$ cat src/adc_link_defs.vh
// Constants for the converter serial output and power control block
`ifndef ADC_LINK_DEFS_VH
`define ADC_LINK_DEFS_VH

// System clock rate
`define CLK_MHZ 50
// Duty stabilizer: least sample clock rate, relock wait (ns, least)
`define DCS_MIN_MHZ 20
`define DCS_RELOCK_NS 1500
`define DCS_RELOCK_CYC ((`DCS_RELOCK_NS * `CLK_MHZ + 999) / 1000)
// Longest sample period, in cycles, at which the loop still works
`define DCS_MAX_PERIOD_CYC (`CLK_MHZ / `DCS_MIN_MHZ)
// Wake-up after pin power-down (us) and after standby (ns)
`define PD_WAKE_US 375
`define PD_WAKE_CYC (`PD_WAKE_US * `CLK_MHZ)
`define STBY_WAKE_NS 600
`define STBY_WAKE_CYC ((`STBY_WAKE_NS * `CLK_MHZ) / 1000)
// Sample word layout
`define SAMPLE_BITS 8
`define LANES 4
`define FIFO_DEPTH 16
// Bits per frame where the frame clock is high
`define FRAME_HIGH_BITS 3'h4
// Offset binary landmarks
`define CODE_POS_FULL 8'hFF
`define CODE_MID 8'h80
`define CODE_NEG_FULL 8'h00

`endif

$ cat src/adc_serial_output_power_control.v
// Converter clock, power state and serial lane output control, with its sample FIFO
`timescale 1ns/1ps
`include "adc_link_defs.vh"
// Contract
// - Stabilizer regenerates falling edge, 50% duty
// - Stabilizer unusable below 20 MHz sample clock
// - Unlocked stabilizer is bypassed, input duty used
// - Power-down pin high stops, low resumes
// - Power-down puts serial drivers in high-Z
// - Settings survive power-down, no reset needed
// - Per-channel power-down; standby keeps PLL, 600ns
// - Standard swing at reset; pin/setting reduces
// - One setting boosts drive of all lanes
// - Offset binary default, twos complement selectable
// - Offset binary: FF, 80, 7F, 00 landmarks
// - Each channel own lane, eight bits/sample
// - Setting moves PLL range down to 5 MSPS
// - Sample taken on sample clock rising edge
// - Data clock 4x, frame clock 1x sample
// - Serialized sample sent MSB first by default

// Synchronous FIFO with valid/ready on both sides
module sample_fifo #(
  parameter WIDTH = 32,
  parameter DEPTH = 16,
  parameter AW = 4
) (
  input wire clk,
  input wire rst_n,
  input wire clear,
  input wire [WIDTH-1:0] in_data,
  input wire in_valid,
  output wire in_ready,
  output wire [WIDTH-1:0] out_data,
  output wire out_valid,
  input wire out_ready
);
  reg [WIDTH-1:0] mem [0:DEPTH-1];
  reg [AW:0] wr_q;
  reg [AW:0] rd_q;
  wire empty;
  wire full;

  // Extra pointer bit tells full from empty
  assign empty = (wr_q == rd_q);
  assign full = (wr_q[AW-1:0] == rd_q[AW-1:0]) && (wr_q[AW] != rd_q[AW]);
  assign in_ready = ~full & ~clear;
  assign out_valid = ~empty & ~clear;
  assign out_data = mem[rd_q[AW-1:0]];

  // Pointer update; clear empties the buffer
  always @(posedge clk) begin
    if (!rst_n || clear) begin
      wr_q <= {(AW+1){1'b0}};
      rd_q <= {(AW+1){1'b0}};
    end else begin
      if (in_valid && in_ready) begin
        wr_q <= wr_q + 1'b1;
      end
      if (out_valid && out_ready) begin
        rd_q <= rd_q + 1'b1;
      end
    end
  end

  // Storage has no reset; only pointers matter
  always @(posedge clk) begin
    if (in_valid && in_ready) begin
      mem[wr_q[AW-1:0]] <= in_data;
    end
  end
endmodule // sample_fifo

module adc_serial_output_power_control #(
  parameter PD_WAKE_CYCLES = `PD_WAKE_CYC
) (
  input wire clk,
  input wire rst_n,
  input wire sample_clk,
  input wire [7:0] ch0_code,
  input wire [7:0] ch1_code,
  input wire [7:0] ch2_code,
  input wire [7:0] ch3_code,
  input wire power_down_pin,
  input wire serial_io_output_mode_pin,
  input wire link_hold,
  input wire dcs_enable,
  input wire standby_cfg,
  input wire [3:0] chan_pd_cfg,
  input wire low_swing_cfg,
  input wire drive_boost_cfg,
  input wire twos_comp_cfg,
  input wire lsb_first_cfg,
  input wire low_rate_pll_cfg,
  output reg internal_clk,
  output reg dcs_locked,
  output reg dcs_active,
  output reg pll_running,
  output reg pll_low_range,
  output reg low_swing,
  output reg drive_boost,
  output wire sample_ready,
  output reg [3:0] lane_out,
  output reg [3:0] lane_oe,
  output reg data_clock_out,
  output reg frame_clock_out,
  output reg clk_oe,
  output reg link_running
);
  localparam ST_RUN = 2'h0;
  localparam ST_PD = 2'h1;
  localparam ST_STBY = 2'h2;
  localparam ST_WAKE = 2'h3;
  localparam integer STBY_WAKE = `STBY_WAKE_CYC;

  // Offset binary in, optionally twos complement out
  function [7:0] fmt_code;
    input [7:0] c;
    input twos;
    begin
      fmt_code = {c[7] ^ twos, c[6:0]};
    end
  endfunction

  // Bit of a lane for position k of the frame
  function lane_bit;
    input [7:0] w;
    input [2:0] k;
    input lsb;
    begin
      lane_bit = lsb ? w[k] : w[3'h7 - k];
    end
  endfunction

  reg [2:0] sclk_q;
  reg [31:0] code_m_q;
  reg [31:0] code_s_q;
  reg [1:0] pd_q;
  reg [1:0] odm_q;
  reg [1:0] hold_q;
  reg [1:0] state_q;
  reg [1:0] state_d;
  reg [15:0] wake_q;
  reg [7:0] per_cnt_q;
  reg [7:0] per_q;
  reg [7:0] relock_q;
  reg [7:0] half_q;
  reg [2:0] bit_q;
  reg act_q;
  reg [31:0] word_q;
  reg [31:0] push_q;
  reg push_v_q;
  wire sclk_rise;
  wire run;
  wire [31:0] fifo_data;
  wire fifo_valid;
  wire load;
  wire busy;
  integer j;
  integer n;

  // Two-flop synchronisers; third flop only for edge finding
  always @(posedge clk) begin
    if (!rst_n) begin
      sclk_q <= 3'h0;
      code_m_q <= 32'h0;
      code_s_q <= 32'h0;
      pd_q <= 2'h0;
      odm_q <= 2'h0;
      hold_q <= 2'h0;
    end else begin
      sclk_q <= {sclk_q[1:0], sample_clk};
      code_m_q <= {ch3_code, ch2_code, ch1_code, ch0_code};
      code_s_q <= code_m_q;
      pd_q <= {pd_q[0], power_down_pin};
      odm_q <= {odm_q[0], serial_io_output_mode_pin};
      hold_q <= {hold_q[0], link_hold};
    end
  end

  assign sclk_rise = sclk_q[1] & ~sclk_q[2];
  assign run = (state_q == ST_RUN);

  // power state selection; pin wins over standby
  always @* begin
    state_d = state_q;
    case (state_q)
      ST_RUN: begin
        if (pd_q[1]) begin
          state_d = ST_PD;
        end else if (standby_cfg) begin
          state_d = ST_STBY;
        end
      end
      ST_PD: begin
        if (!pd_q[1]) begin
          state_d = ST_WAKE;
        end
      end
      ST_STBY: begin
        if (pd_q[1]) begin
          state_d = ST_PD;
        end else if (!standby_cfg) begin
          state_d = ST_WAKE;
        end
      end
      default: begin
        if (pd_q[1]) begin
          state_d = ST_PD;
        end else if (standby_cfg) begin
          state_d = ST_STBY;
        end else if (wake_q == 16'h0) begin
          state_d = ST_RUN;
        end
      end
    endcase
  end

  // wake wait; PLL kept alive in standby shortens it
  always @(posedge clk) begin
    if (!rst_n) begin
      state_q <= ST_RUN;
      wake_q <= 16'h0;
      pll_running <= 1'b1;
    end else begin
      state_q <= state_d;
      pll_running <= (state_d != ST_PD);
      if (state_q == ST_PD) begin
        wake_q <= PD_WAKE_CYCLES[15:0];
      end else if (state_q == ST_STBY) begin
        wake_q <= STBY_WAKE[15:0];
      end else if (wake_q != 16'h0) begin
        wake_q <= wake_q - 16'h1;
      end
    end
  end

  // measure sample period; slow clocks never lock
  always @(posedge clk) begin
    if (!rst_n) begin
      per_cnt_q <= 8'h0;
      per_q <= 8'hFF;
      relock_q <= 8'h0;
      dcs_locked <= 1'b0;
    end else begin
      if (sclk_rise) begin
        per_cnt_q <= 8'h1;
        per_q <= per_cnt_q;
      end else if (per_cnt_q != 8'hFF) begin
        per_cnt_q <= per_cnt_q + 8'h1;
      end
      // relock wait restarts on any period change
      if (!dcs_enable || per_q > `DCS_MAX_PERIOD_CYC || per_q == 8'h0) begin
        relock_q <= 8'h0;
        dcs_locked <= 1'b0;
      end else if (sclk_rise && per_cnt_q != per_q) begin
        relock_q <= 8'h0;
        dcs_locked <= 1'b0;
      end else if (relock_q == `DCS_RELOCK_CYC) begin
        dcs_locked <= 1'b1;
      end else begin
        relock_q <= relock_q + 8'h1;
      end
    end
  end

  // regenerated clock is high for half the period
  always @(posedge clk) begin
    if (!rst_n) begin
      half_q <= 8'h0;
      internal_clk <= 1'b0;
      dcs_active <= 1'b0;
    end else begin
      dcs_active <= dcs_enable & dcs_locked;
      if (dcs_enable && dcs_locked) begin
        if (sclk_rise) begin
          half_q <= {1'b0, per_q[7:1]};
          internal_clk <= 1'b1;
        end else if (half_q <= 8'h1) begin
          internal_clk <= 1'b0;
        end else begin
          half_q <= half_q - 8'h1;
        end
      end else begin
        internal_clk <= sclk_q[1];
      end
    end
  end

  // settings are ports held by their source, untouched by power states
  always @(posedge clk) begin
    if (!rst_n) begin
      low_swing <= 1'b0;
      drive_boost <= 1'b0;
      pll_low_range <= 1'b0;
    end else begin
      // standard swing until pin or setting asks
      low_swing <= low_swing_cfg | odm_q[1];
      // one boost for all four lanes
      drive_boost <= drive_boost_cfg;
      // lower PLL range for slow sample rates
      pll_low_range <= low_rate_pll_cfg;
    end
  end

  // coding applied as each sample is captured
  always @(posedge clk) begin
    if (!rst_n) begin
      push_q <= 32'h0;
      push_v_q <= 1'b0;
    end else begin
      push_v_q <= run & sclk_rise;
      for (j = 0; j < 4; j = j + 1) begin
        push_q[j*8 +: 8] <= chan_pd_cfg[j] ? 8'h00 :
          fmt_code(code_s_q[j*8 +: 8], twos_comp_cfg);
      end
    end
  end

  // Words dropped when the buffer is full; sample_ready shows it
  sample_fifo #(
    .WIDTH(`SAMPLE_BITS * `LANES),
    .DEPTH(`FIFO_DEPTH),
    .AW(4)
  ) u_fifo (
    .clk(clk),
    .rst_n(rst_n),
    .clear(~run),
    .in_data(push_q),
    .in_valid(push_v_q),
    .in_ready(sample_ready),
    .out_data(fifo_data),
    .out_valid(fifo_valid),
    .out_ready(load)
  );

  // new words only start at a frame boundary
  assign load = run & fifo_valid & ~hold_q[1] & (~act_q | (bit_q == 3'h7));
  // Word in flight; ends after bit 7, and leaving RUN cuts it at once
  assign busy = load | (run & act_q & (bit_q != 3'h7));

  // bit counter shared by all four lanes
  always @(posedge clk) begin
    if (!rst_n || !run) begin
      bit_q <= 3'h0;
      act_q <= 1'b0;
      word_q <= 32'h0;
    end else if (load) begin
      bit_q <= 3'h0;
      act_q <= 1'b1;
      word_q <= fifo_data;
    end else if (act_q && bit_q == 3'h7) begin
      act_q <= 1'b0;
      bit_q <= 3'h0;
    end else if (act_q) begin
      bit_q <= bit_q + 3'h1;
    end
  end

  // MSB first unless LSB-first is set
  always @(posedge clk) begin
    if (!rst_n) begin
      lane_out <= 4'h0;
      lane_oe <= 4'h0;
      data_clock_out <= 1'b0;
      frame_clock_out <= 1'b0;
      clk_oe <= 1'b0;
      link_running <= 1'b0;
    end else begin
      for (n = 0; n < 4; n = n + 1) begin
        lane_out[n] <= busy ?
          lane_bit(load ? fifo_data[n*8 +: 8] : word_q[n*8 +: 8],
            load ? 3'h0 : bit_q + 3'h1, lsb_first_cfg) : 1'b0;
        // drivers released in power-down and standby
        lane_oe[n] <= run & ~chan_pd_cfg[n];
      end
      clk_oe <= run;
      link_running <= busy;
      // one toggle per bit: four data clocks per frame
      data_clock_out <= busy ? ~data_clock_out : 1'b0;
      frame_clock_out <= load ? 1'b1 :
        (busy && (bit_q + 3'h1) < `FRAME_HIGH_BITS);
    end
  end
endmodule // adc_serial_output_power_control

$ cat config.mk
export PLATFORM = sky130hd
export DESIGN_NAME = adc_serial_output_power_control
export DESIGN_NICKNAME = d
export VERILOG_FILES = /design/src/adc_serial_output_power_control.v
export VERILOG_INCLUDE_DIRS = /design/src /design/src/src
export SDC_FILE = /design/constraint.sdc
export NUM_CORES = 1
export LEC_CHECK = 0
export ABC_AREA = 1
export BUFFER_PORTS_ARGS = -buffer_cell sky130_fd_sc_hd__buf_2
export CAP_MARGIN = 0
export CORE_UTILIZATION = 55
export CTS_CLUSTER_DIAMETER = 80
export DETAILED_ROUTE_END_ITERATION = 7
export HOLD_SLACK_MARGIN = 0.08
export MAX_ROUTING_LAYER = met4
export PLACE_DENSITY = 0.69
export SYNTH_ARGS = -nofsm -noshare
export SYNTH_HDL_FRONTEND = slang
export SYNTH_SLANG_ARGS = --single-unit
$ cat constraint.sdc
create_clock -name clk -period 4.3 [get_ports clk]
set_input_delay 0.86 -clock clk [delete_from_list [all_inputs] [get_ports clk]]
set_output_delay 0.86 -clock clk [all_outputs]
set_load 0.02 [all_outputs]
### Word level (Yosys, flattened, before mapping)

Memories as Yosys holds them, arrays and structs flattened. A register that Yosys moved wholly into a read port is not among the register bits.
Index checks and enable logic that the tools add are counted.
W data, S select, Z words.

| storage, ports and cells | value |
|---|---|
| RAM bits | 512 |
| input port bits | 49 |
| memories | 1 |
| output and inout bits | 20 |
| flip-flop bits (word level) | 221 |

Memory list:

| name | words | width | read ports | clocked after Yosys merged registers in | wr ports | RTL line | RTL |
|---|---|---|---|---|---|---|---|
| u_fifo.mem | 16 | 32 | 1 | 1 | 1 | adc_serial_output_power_control.v:38 | `reg [WIDTH-1:0] mem [0:DEPTH-1];` |

| cells by class | value |
|---|---|
| eq/ne operators | 13 |
| reductions and logical operators | 31 |
| multiplexer cells | 51 |
| $add $sub $neg | 8 |
| bitwise operators | 33 |
| $lt $le $gt $ge | 5 |

Operators by type and width:

| cell | count |
|---|---|
| $mux W8 | 6 |
| $mux W15 | 3 |
| $bmux W1 S3 | 8 |
| $mux W1 | 22 |
| $add A8 B1 Y8 const B | 2 |
| $logic_not A16 Y1 | 1 |
| $mux W2 | 8 |
| $reduce_bool A16 Y1 | 1 |
| $sub A16 B1 Y16 const B | 1 |
| $and A1 B1 Y1 | 14 |
| $not A1 Y1 | 12 |
| $add A5 B1 Y5 const B | 2 |
| $reduce_or A2 Y1 | 5 |
| $reduce_or A3 Y1 | 3 |
| $eq A8 B7 Y1 const B | 1 |
| $gt A8 B2 Y1 const B | 1 |
| $le A8 B1 Y1 const B | 1 |
| $logic_not A8 Y1 | 1 |
| $lt A3 B4 Y1 const B | 2 |
| $mux W4 | 2 |
| $ne A8 B8 Y1 | 1 |
| $ne A8 B8 Y1 const B | 1 |
| $sub A8 B1 Y8 const B | 1 |
| $logic_and A1 B1 Y1 | 7 |
| other kinds (23) | 35 |

### Longest topological paths before layout

Gate-level depths: netlist of run 1.

| logic depth | value |
|---|---|
| depth in word-level cells | 11 |
| gate-level depth with buffers | 16 |
| mapped depth without buffers | 13 |

### By module

Synthesis of run 1 repeated with hierarchy kept, for this count alone.

| second synthesis, totals | value |
|---|---|
| cells, all modules | 2880 |
| area total of the unflattened synthesis | 30651.9 sq um |

By module, submodules not included:

| module | area an instance (sq um) | cells an instance | instances |
|---|---|---|---|
| sample_fifo | 22261.4 | 1754 | 1 |
| adc_serial_output_power_control | 8390.5 | 1126 | 1 |

### Worst setup path after synthesis of run 1

Ideal clock, no wire load.

| timing | value |
|---|---|
| kind | reg2reg |
| from | reg state_q[0] |
| to | mem u_fifo.mem[15][0] (enable) |
| buffers on the path | 0 |
| cell stages (with the launch flop) | 9 |
| clock period less this slack | 3.041 ns |
| arrival time | 2.617 ns |
| setup slack | 1.259 ns |
| required time | 3.877 ns |
| cell sequence | dfxtp_1 inv_1 ha_1 o21ai_0 inv_1 nand2_1 inv_1 nand2_1 nor2_1 |

| on the way | value |
|---|---|
| cells in the longest elaborated chain, start to end | 5 |

Ends and longest elaborated chain:

| what | RTL line | RTL |
|---|---|---|
| start, declared | adc_serial_output_power_control.v:141 | `reg [1:0] state_q;` |
| start signal, assigned | adc_serial_output_power_control.v:226 | `state_q <= state_d;` |
| $logic_not A2 Y1 | adc_serial_output_power_control.v:182 | `assign run = (state_q == ST_RUN);` |
| named net run | adc_serial_output_power_control.v:154 | `wire run;` |
| $and A1 B1 Y1 | adc_serial_output_power_control.v:47 | `assign in_ready = ~full & ~clear;` |
| named net sample_ready | adc_serial_output_power_control.v:102 | `output wire sample_ready,` |
| $logic_and A1 B1 Y1 | adc_serial_output_power_control.v:68 | `if (in_valid && in_ready) begin` |
| $mux W1 | adc_serial_output_power_control.v:68 |  |
| $mux W1 (implied by the code) | adc_serial_output_power_control.v:69 | `mem[wr_q[AW-1:0]] <= in_data;` |
| end, declared | adc_serial_output_power_control.v:38 |  |

The timed path passes the listed nets, and every way through them passes these cells.

### Worst setup path in the final report of run 1

| timing | value |
|---|---|
| from | reg state_q[0] |
| to | reg lane_out[1] |

| on the way | value |
|---|---|
| cells in the longest elaborated chain, start to end | 10 |

Ends and longest elaborated chain:

| what | RTL line | RTL |
|---|---|---|
| $logic_not A2 Y1 * | adc_serial_output_power_control.v:182 |  |
| named net run | adc_serial_output_power_control.v:154 |  |
| $and A1 B1 Y1 | adc_serial_output_power_control.v:48 | `assign out_valid = ~empty & ~clear;` |
| $and A1 B1 Y1 (3 in a row) | adc_serial_output_power_control.v:338 | `assign load = run & fifo_valid & ~hold_q[1] & (~act_q \| (bit_q == 3'h7));` |
| $mux W3 | adc_serial_output_power_control.v:373 | `load ? 3'h0 : bit_q + 3'h1, lsb_first_cfg) : 1'b0;` |
| $sub A3 B3 Y3 | adc_serial_output_power_control.v:131 | `lane_bit = lsb ? w[k] : w[3'h7 - k];` |
| $bmux W1 S3 | adc_serial_output_power_control.v:131 |  |
| $mux W1 (implied by the code) | adc_serial_output_power_control.v:131 |  |
| $mux W1 | adc_serial_output_power_control.v:131 |  |
| end signal, assigned by index | adc_serial_output_power_control.v:371 | `lane_out[n] <= busy ?` |
| end, declared | adc_serial_output_power_control.v:103 | `output reg [3:0] lane_out,` |

The timed path passes the listed nets; every way through them passes the cells marked *. The select of a mux whose other input is x is not followed.
A chain may end at the register's enable or synchronous reset.

==> qor.csv, run 1 <==
stage;metric;value;unit
floorplan;die_h;233;um
critical_path;crit_chain;inv_1, ha_1, inv_1, nor2_2, nand2_1, nor2_2, buf_4, nand2_1, nand3_1, nand2_1, nand3_1, nand3_1, a21oi_1;
floorplan;ioPinCount;69;
hold_path;holdCritPathClass;reg2reg;
critical_path;reg2reg_depth;13;
global_route;grt_pass1_vias;19700;
clock_network;cts_tree;yes;
clock_network;post-cts-setup-buffers;0;
logic_synthesis;syn-num-nets;2926;
sta;rsz0062_at_grt;false;
detailed_routing;drc;0;
global_route;antenna_found_initial;3;
power_and_ir_drop;leakage;12.9;nW
clock_network;htree_levels;3;
critical_path;reg2reg_from;state_q[0]$_SDFF_PN0_;
clock_network;clkTransAtPathRegs;0.06;ns
floorplan;initial_core_util;55.8;%
logic_synthesis;yosysUniqueCellTypes;44;
logic_synthesis;synth_compound_area_share;3.21;%
sta;setup_viol;0;
sta;min_period;2.96;ns
logic_synthesis;synth_area_leaders;edfxtp_1 52%, dfxtp_1 15%, nand2_1 12%;
sta;post-route-period-util;68.7;%
floorplan;core;0.0527;sq mm
finish;drive_gt1_share;9.35;%
logic_synthesis;synth-simple-area-share;22.6;%
logic_synthesis;synth_edf_count;512;
global_route;grt_use_total;27.4;%
sta;fin_skew;0.0341;ns
critical_path;endpoint;lane_out[1]$_SDFF_PN0_;
finish;final_common_cell;nand2_1;
sta;drv_slew;0;
critical_path;cp-startpoint;state_q[0]$_SDFF_PN0_;
power_and_ir_drop;powerDensity;490;mW/mm^2
critical_path;path_class;reg2reg;
critical_path;critPathBufInv;3;
critical_path;rr_endpoint;lane_out[1]$_SDFF_PN0_;
logic_synthesis;mappedNetlistArea;0.0294;sq mm
logic_synthesis;ys_warn_count;0;
sta;tns;0;ns
power_and_ir_drop;ir_worst_vdd;0.310;mV
detailed_routing;ant_nets;0;
finish;insertedDiodeCount;0;
global_route;grt_pass1_wl;110;mm
sta;max_freq;338;MHz
logic_synthesis;ys_async_sr_fraction;0;%
sta;tightestPinTransition;1.03;ns
critical_path;reg2reg_slack;1.34;ns
detailed_routing;totalWireLength;70.8;mm
logic_synthesis;syn_area_per_cell;10.3;sq um
critical_path;cp.depth;13;
logic_synthesis;yosysTopAreaCell;edfxtp_1;
critical_path;cp_top_family;simple AND/OR/NAND/NOR gates;
clock_network;clk-insertion-delay-late;0.62;ns
logic_synthesis;synth_seq_cells;737;
critical_path;cp_slowest_cell;nor2_2;
run;cap_violations;0;
place;gp_congestion;0.861;
clock_network;cts_resized;0;
finish;final_cell_mix;916 x nand2_1, 512 x edfxtp_1, 437 x nand3_1, 222 x dfxtp_1, 201 x inv_1;
logic_synthesis;ys_seq_area_share;67.7;%
clock_network;cts-root-buf;clkbuf_16;
detailed_routing;first_pass_iters;5;
logic_synthesis;syn_inst;2861;
global_route;grt_max_degree;181;
critical_path;crit_required;4.83;ns
place;hpwl;41.1;mm
floorplan;die-area;0.0543;sq mm
clock_network;cts-hold-fix-buffers;0;
critical_path;start_kind;flip-flop;
outcome;status;completed;
critical_path;crit_arrival;3.48;ns
logic_synthesis;synth_xor_area_share;0.686;%
place;numPortBuffers;68;
finish;nets;2964;
finish;syn_to_final_growth;11.8;%
clock_network;cts_buffer_depth;3;
critical_path;cpPeakStageDelay;0.79;ns
global_route;grt-ovfl-total;0;
clock_network;clkSinkCount;737;
clock_network;cts_buffers;75;
detailed_routing;vias;20300;
logic_synthesis;synth_ff_type;edfxtp_1;
detailed_routing;drt-initial-drc-count;2104;
logic_synthesis;synth_mux_area_share;0;%
finish;final_util;62.3;%
floorplan;placementRows;84;
logic_synthesis;synth.top_cell.area_share;52.4;%
detailed_routing;wl_per_cell;19.4;um
floorplan;die_w;233;um
logic_synthesis;synth_top_family_by_area;simple AND/OR/NAND/NOR gates;
critical_path;cp-end-kind;flip-flop;
critical_path;crit_fanout;26;
logic_synthesis;synth_fa_ha_area_share;0.682;%
sta;hold_violations;0;
sta;timing.slew.headroom;31.2;%
detailed_routing;viasPerCell;5.55;
==> through the flow <==
step | hold slack, ns | power (W) | cells | worst slack, ns | cell area, sq um
floorplan | 0.390 | 0.00922 | 2861 | 1.26 | 29400
global placement | 0.396 | 0.00966 | 3510 | 1.42 | 30300
detailed placement | 0.395 | 0.00970 | 3510 | 1.35 | 30300
CTS | 0.395 | 0.0162 | 3649 | 1.30 | 32800
global route | 0.410 | 0.0167 | 3649 | 1.07 | 32800
finish | 0.399 | 0.0161 | 3649 | 1.34 | 32800
==> worst min-delay path, cell delays in order, from the launching register on <==
cell and delay (ns):
dfxtp_1 0.30, nand2_1 0.05, inv_1 0.04
==> power breakdown <==
part	switching [W]	internal (W)	leakage, nW
registers	0.000134	0.00769	6.49
clock network	0.00269	0.00385	1.23
logic	0.00119	0.000550	5.16
==> cells in the mapped netlist, types with 2 or more instances <==
cell type and count:
a211oi_1 4, a21oi_1 81, a31oi_1 3, buf_1 23, buf_2 49, buf_4 23, buf_6 4, clkbuf_1 47
dfxtp_1 225, edfxtp_1 512, ha_1 16, inv_1 201, inv_2 8, nand2_1 916, nand2_4 2, nand3_1 437
nand3b_1 6, nand4_1 11, nor2_1 143, nor2_2 3, nor2_4 2, nor3_1 19, nor4_1 4, o211ai_1 15
o21ai_0 43, o221ai_1 7, o22ai_1 2, o41ai_1 3, or2_2 16, xnor2_1 10, xor2_1 13
==> cell type report <==
cell class,count,area (sq um)
Sequential cell,737,19900
Fill cell,4250,19800
Multi-Input combinational cell,1769,8090
Clock buffer,112,2220
Tap cell,688,861
Inverter,209,796
Timing Repair Buffer,107,696
Clock inverter,27,275
==> metal layers <==
layer	wire [um]	vias to the layer above	GRT usage [%]
met4	2260	0	10.2
met3	5920	144	4.17
li1	-	9667	-
met2	33100	857	43.0
met1	29500	9592	36.3
met5	0	-	-
==> worst min path at each step <==
stage	startpoint	to	slack [ns]	cells past startpoint
4_1_cts	ch3_code[1]	code_m_q[25]$_SDFF_PN0_	0.39	3
6_report	code_m_q[11]$_SDFF_PN0_	code_s_q[11]$_SDFF_PN0_	0.40	2
5_1_grt	ch1_code[1]	code_m_q[9]$_SDFF_PN0_	0.41	3
3_5_place_dp	code_m_q[5]$_SDFF_PN0_	code_s_q[5]$_SDFF_PN0_	0.40	2
2_1_floorplan	code_m_q[0]$_SDFF_PN0_	code_s_q[0]$_SDFF_PN0_	0.39	2
3_3_place_gp	code_m_q[25]$_SDFF_PN0_	code_s_q[25]$_SDFF_PN0_	0.40	2
==> registers in the layout, indices dropped and copies added, names as in the netlist, 2 cells and up, named ones only <==
signal and flops:
lane_oe 4, wake_q 16, sclk_q 3, relock_q 8, half_q 8, per_q 8
per_cnt_q 8, word_q 32, push_q 32, pd_q 2, code_m_q 32, u_fifo.mem 512
lane_out 4, odm_q 2, bit_q 3, u_fifo.rd_q 5, u_fifo.wr_q 5, hold_q 2
state_q 2, code_s_q 32
==> kinds of logic (layout without fill, tap and decap cells) <==
family | Yosys count | after routing
and+or+nand+nor | 1565 | 1565
DFF | 737 | 737
buffers and inverters | 355 | 455
AOI/OAI and AO/OA | 165 | 165
xor gates and xnor gates | 23 | 23
adders and majority gates | 16 | 16
Note: power is estimated with default switching activity, not from simulation.
==> inputs of run 2 (changes only) <==
- PLACE_DENSITY: 0.69 -> 0.72
- clock period: 4.3 -> 2.7 ns (I/O delays scaled with it)
==> run 2 against run 1 <==
  * Clock power is 53% higher
  * Design area is 1.2% higher
  * Non-clock buffer count is 36 higher
  * Largest power group unchanged
  * Die area unchanged
  * Clock skew is 0.013 ns lower
  * Critical path depth down 3
  * Maximum frequency rose by 15%
==> qor.csv, run 2 (synthesis gave the netlist of run 1 again) <==
stage;metric;value;unit;change
finish;syn_to_final_growth;13.1;%;
floorplan;die_w;233;um;unchanged
detailed_routing;first_pass_iters;8;;+3
floorplan;ioPinCount;69;;unchanged
detailed_routing;vias;20500;;+1.1%
critical_path;start_kind;flip-flop;;
clock_network;cts_buffer_depth;3;;unchanged
power_and_ir_drop;power;0.0253;W;+58%
sta;rsz0062_at_grt;false;;
detailed_routing;viasPerCell;5.56;;+0.12%
sta;tightestPinTransition;1.32;ns;+0.289 ns
critical_path;crit_required;2.91;ns;-1.92 ns
clock_network;cts-root-buf;clkbuf_16;;
sta;tns;0;ns;unchanged
global_route;grt_pass1_vias;19500;;-0.72%
sta;fin_skew;0.0211;ns;-0.0130 ns
sta;hold_violations;0;;unchanged
clock_network;cts_tree;yes;;
place;gp_congestion;0.891;;+3.5%
clock_network;cts-hold-fix-buffers;0;;unchanged
detailed_routing;totalWireLength;69.7;mm;-1.5%
sta;min_period;2.57;ns;-0.387 ns
finish;largest_reg_flops;512;;unchanged
critical_path;crit_arrival;2.78;ns;-0.70 ns
clock_network;htree_levels;3;;unchanged
detailed_routing;wl_per_cell;18.9;um;-2.4%
power_and_ir_drop;ir_worst_vdd;0.504;mV;+63%
critical_path;cp-end-kind;flip-flop;;
floorplan;core;0.0527;sq mm;unchanged
floorplan;die_h;233;um;unchanged
detailed_routing;drt-initial-drc-count;2307;;+9.6%
critical_path;crit_fanout;16;;-38%
finish;final_cell_mix;912 x nand2_1, 512 x edfxtp_1, 437 x nand3_1, 222 x dfxtp_1, 202 x inv_1;;
sta;post-route-period-util;95.1;%;+26 points
sta;max_freq;389;MHz;+15%
clock_network;clkSinkCount;737;;unchanged
floorplan;placementRows;84;;unchanged
clock_network;clkTransAtPathRegs;0.06;ns;about the same
global_route;grt_pass1_wl;107;mm;-2.3%
place;numPortBuffers;68;;unchanged
finish;final_common_cell;nand2_1;;
floorplan;die-area;0.0543;sq mm;unchanged
place;hpwl;40.5;mm;-1.5%
clock_network;clk-insertion-delay-late;0.61;ns;about the same
hold_path;holdCritPathClass;in2reg;;
sta;setup_viol;0;;unchanged
sta;hold-worst-slack;0.118;ns;-0.280 ns
finish;nets;3000;;+1.2%
clock_network;cts_buffers;73;;-2.7%
global_route;grt_use_total;26.6;%;-0.85 points
floorplan;initial_core_util;55.8;%;unchanged
detailed_routing;ant_nets;0;;unchanged
global_route;grt_max_degree;100;;-45%
global_route;antenna_found_initial;2;;-1
detailed_routing;drc;0;;unchanged
power_and_ir_drop;leakage;13.1;nW;+1.5%
finish;drive_gt1_share;10.5;%;+1.2 points
global_route;grt-ovfl-total;0;;unchanged
power_and_ir_drop;powerDensity;763;mW/mm^2;+56%
run;cap_violations;0;;unchanged
sta;timing.slew.headroom;11.9;%;-19 points
critical_path;path_class;reg2reg;;
finish;fillers;4057;;-4.5%
sta;drv_slew;0;;unchanged
outcome;status;completed;;
[run 2: cell count changes in the layout (fill, tap and decap cells not counted), sizes merged]
| cell | previous run | this run |
|---|---|---|
| buf | 107 | 143 |
| clkinv | 20 | 16 |
| bufinv | 4 | 2 |
| diode | 0 | 2 |
| nor2 | 148 | 150 |
| clkbuf | 112 | 111 |
| clkinvlp | 1 | 2 |
| inv | 211 | 212 |
[run 2: through the flow]
stage,std cells,worst slack (ns),util [%],area [sq um]
2_1_floorplan,2861,-0.318,-,29400
3_3_place_gp,3537,0.0664,58.3,30700
3_5_place_dp,3537,0.00000133,58.3,30700
4_1_cts,3671,0.0137,62.9,33100
5_1_grt,3682,0.00529,63.1,33200
6_report,3684,0.132,63.1,33200
[run 2: power breakdown]
| group | internal, W | leakage, nW | switching [W] |
|---|---|---|---|
| Combinational | 0.000952 | 5.41 | 0.00196 |
| Clock | 0.00588 | 1.18 | 0.00414 |
| Sequential | 0.0122 | 6.48 | 0.000181 |
| Total | 0.0191 | 13.1 | 0.00628 |
[run 2: routing by layer]
metal / GRT usage, % / share of wire [%] / vias up
li1: - / - / 9743
met1: 34.0 / 41 / 9763
met2: 43.8 / 49 / 852
met3: 3.64 / 7.6 / 120
met4: 8.66 / 2.9 / 0
met5: - / 0 / -
[run 2: layout make-up]
class | count | area [sq um] | area share (%)
sequential | 737 | 19900 | 59.9
multi-input combinational | 1771 | 8120 | 24.4
clock buffer | 111 | 2220 | 6.69
timing repair buffer | 143 | 1150 | 3.47
tap | 688 | 861 | 2.59
inverter | 209 | 795 | 2.39
clock inverter | 23 | 176 | 0.531
antenna | 2 | 5.00 | 0.0151
[run 2: critical path: stages, from the launching register on]
cell and delay, ns:
dfxtp_1 0.39, nand2_1 0.07, nand2_1 0.07, nor2_2 0.05, nand2_1 0.05, o21ai_0 0.07, inv_1 0.11, nand2_4 0.08
inv_4 0.08, nand2_2 0.16, nor2_2 1.03
[run 2: what timing repair did]
action / CTS / global route
setup buffers: 0 / 9
gates resized for setup: 2 / 5
pin swaps: 0 / 3
gates cloned: 0 / 2
setup endpoints to repair: 53 / 284
[run 2: final timing paths]
check        cells after the start  slack [ns]                     endpoint                         from
max                             10        0.13  u_fifo.mem[12][7]$_DFFE_PP_  u_fifo.wr_q[3]$_SDFFE_PP0P_
min reg2reg                      2        0.41         push_q[4]$_SDFF_PP0_       code_s_q[4]$_SDFF_PN0_
max reg2reg                     10        0.13  u_fifo.mem[12][7]$_DFFE_PP_  u_fifo.wr_q[3]$_SDFFE_PP0P_
min                              3        0.12      code_m_q[31]$_SDFF_PN0_                  ch3_code[7]
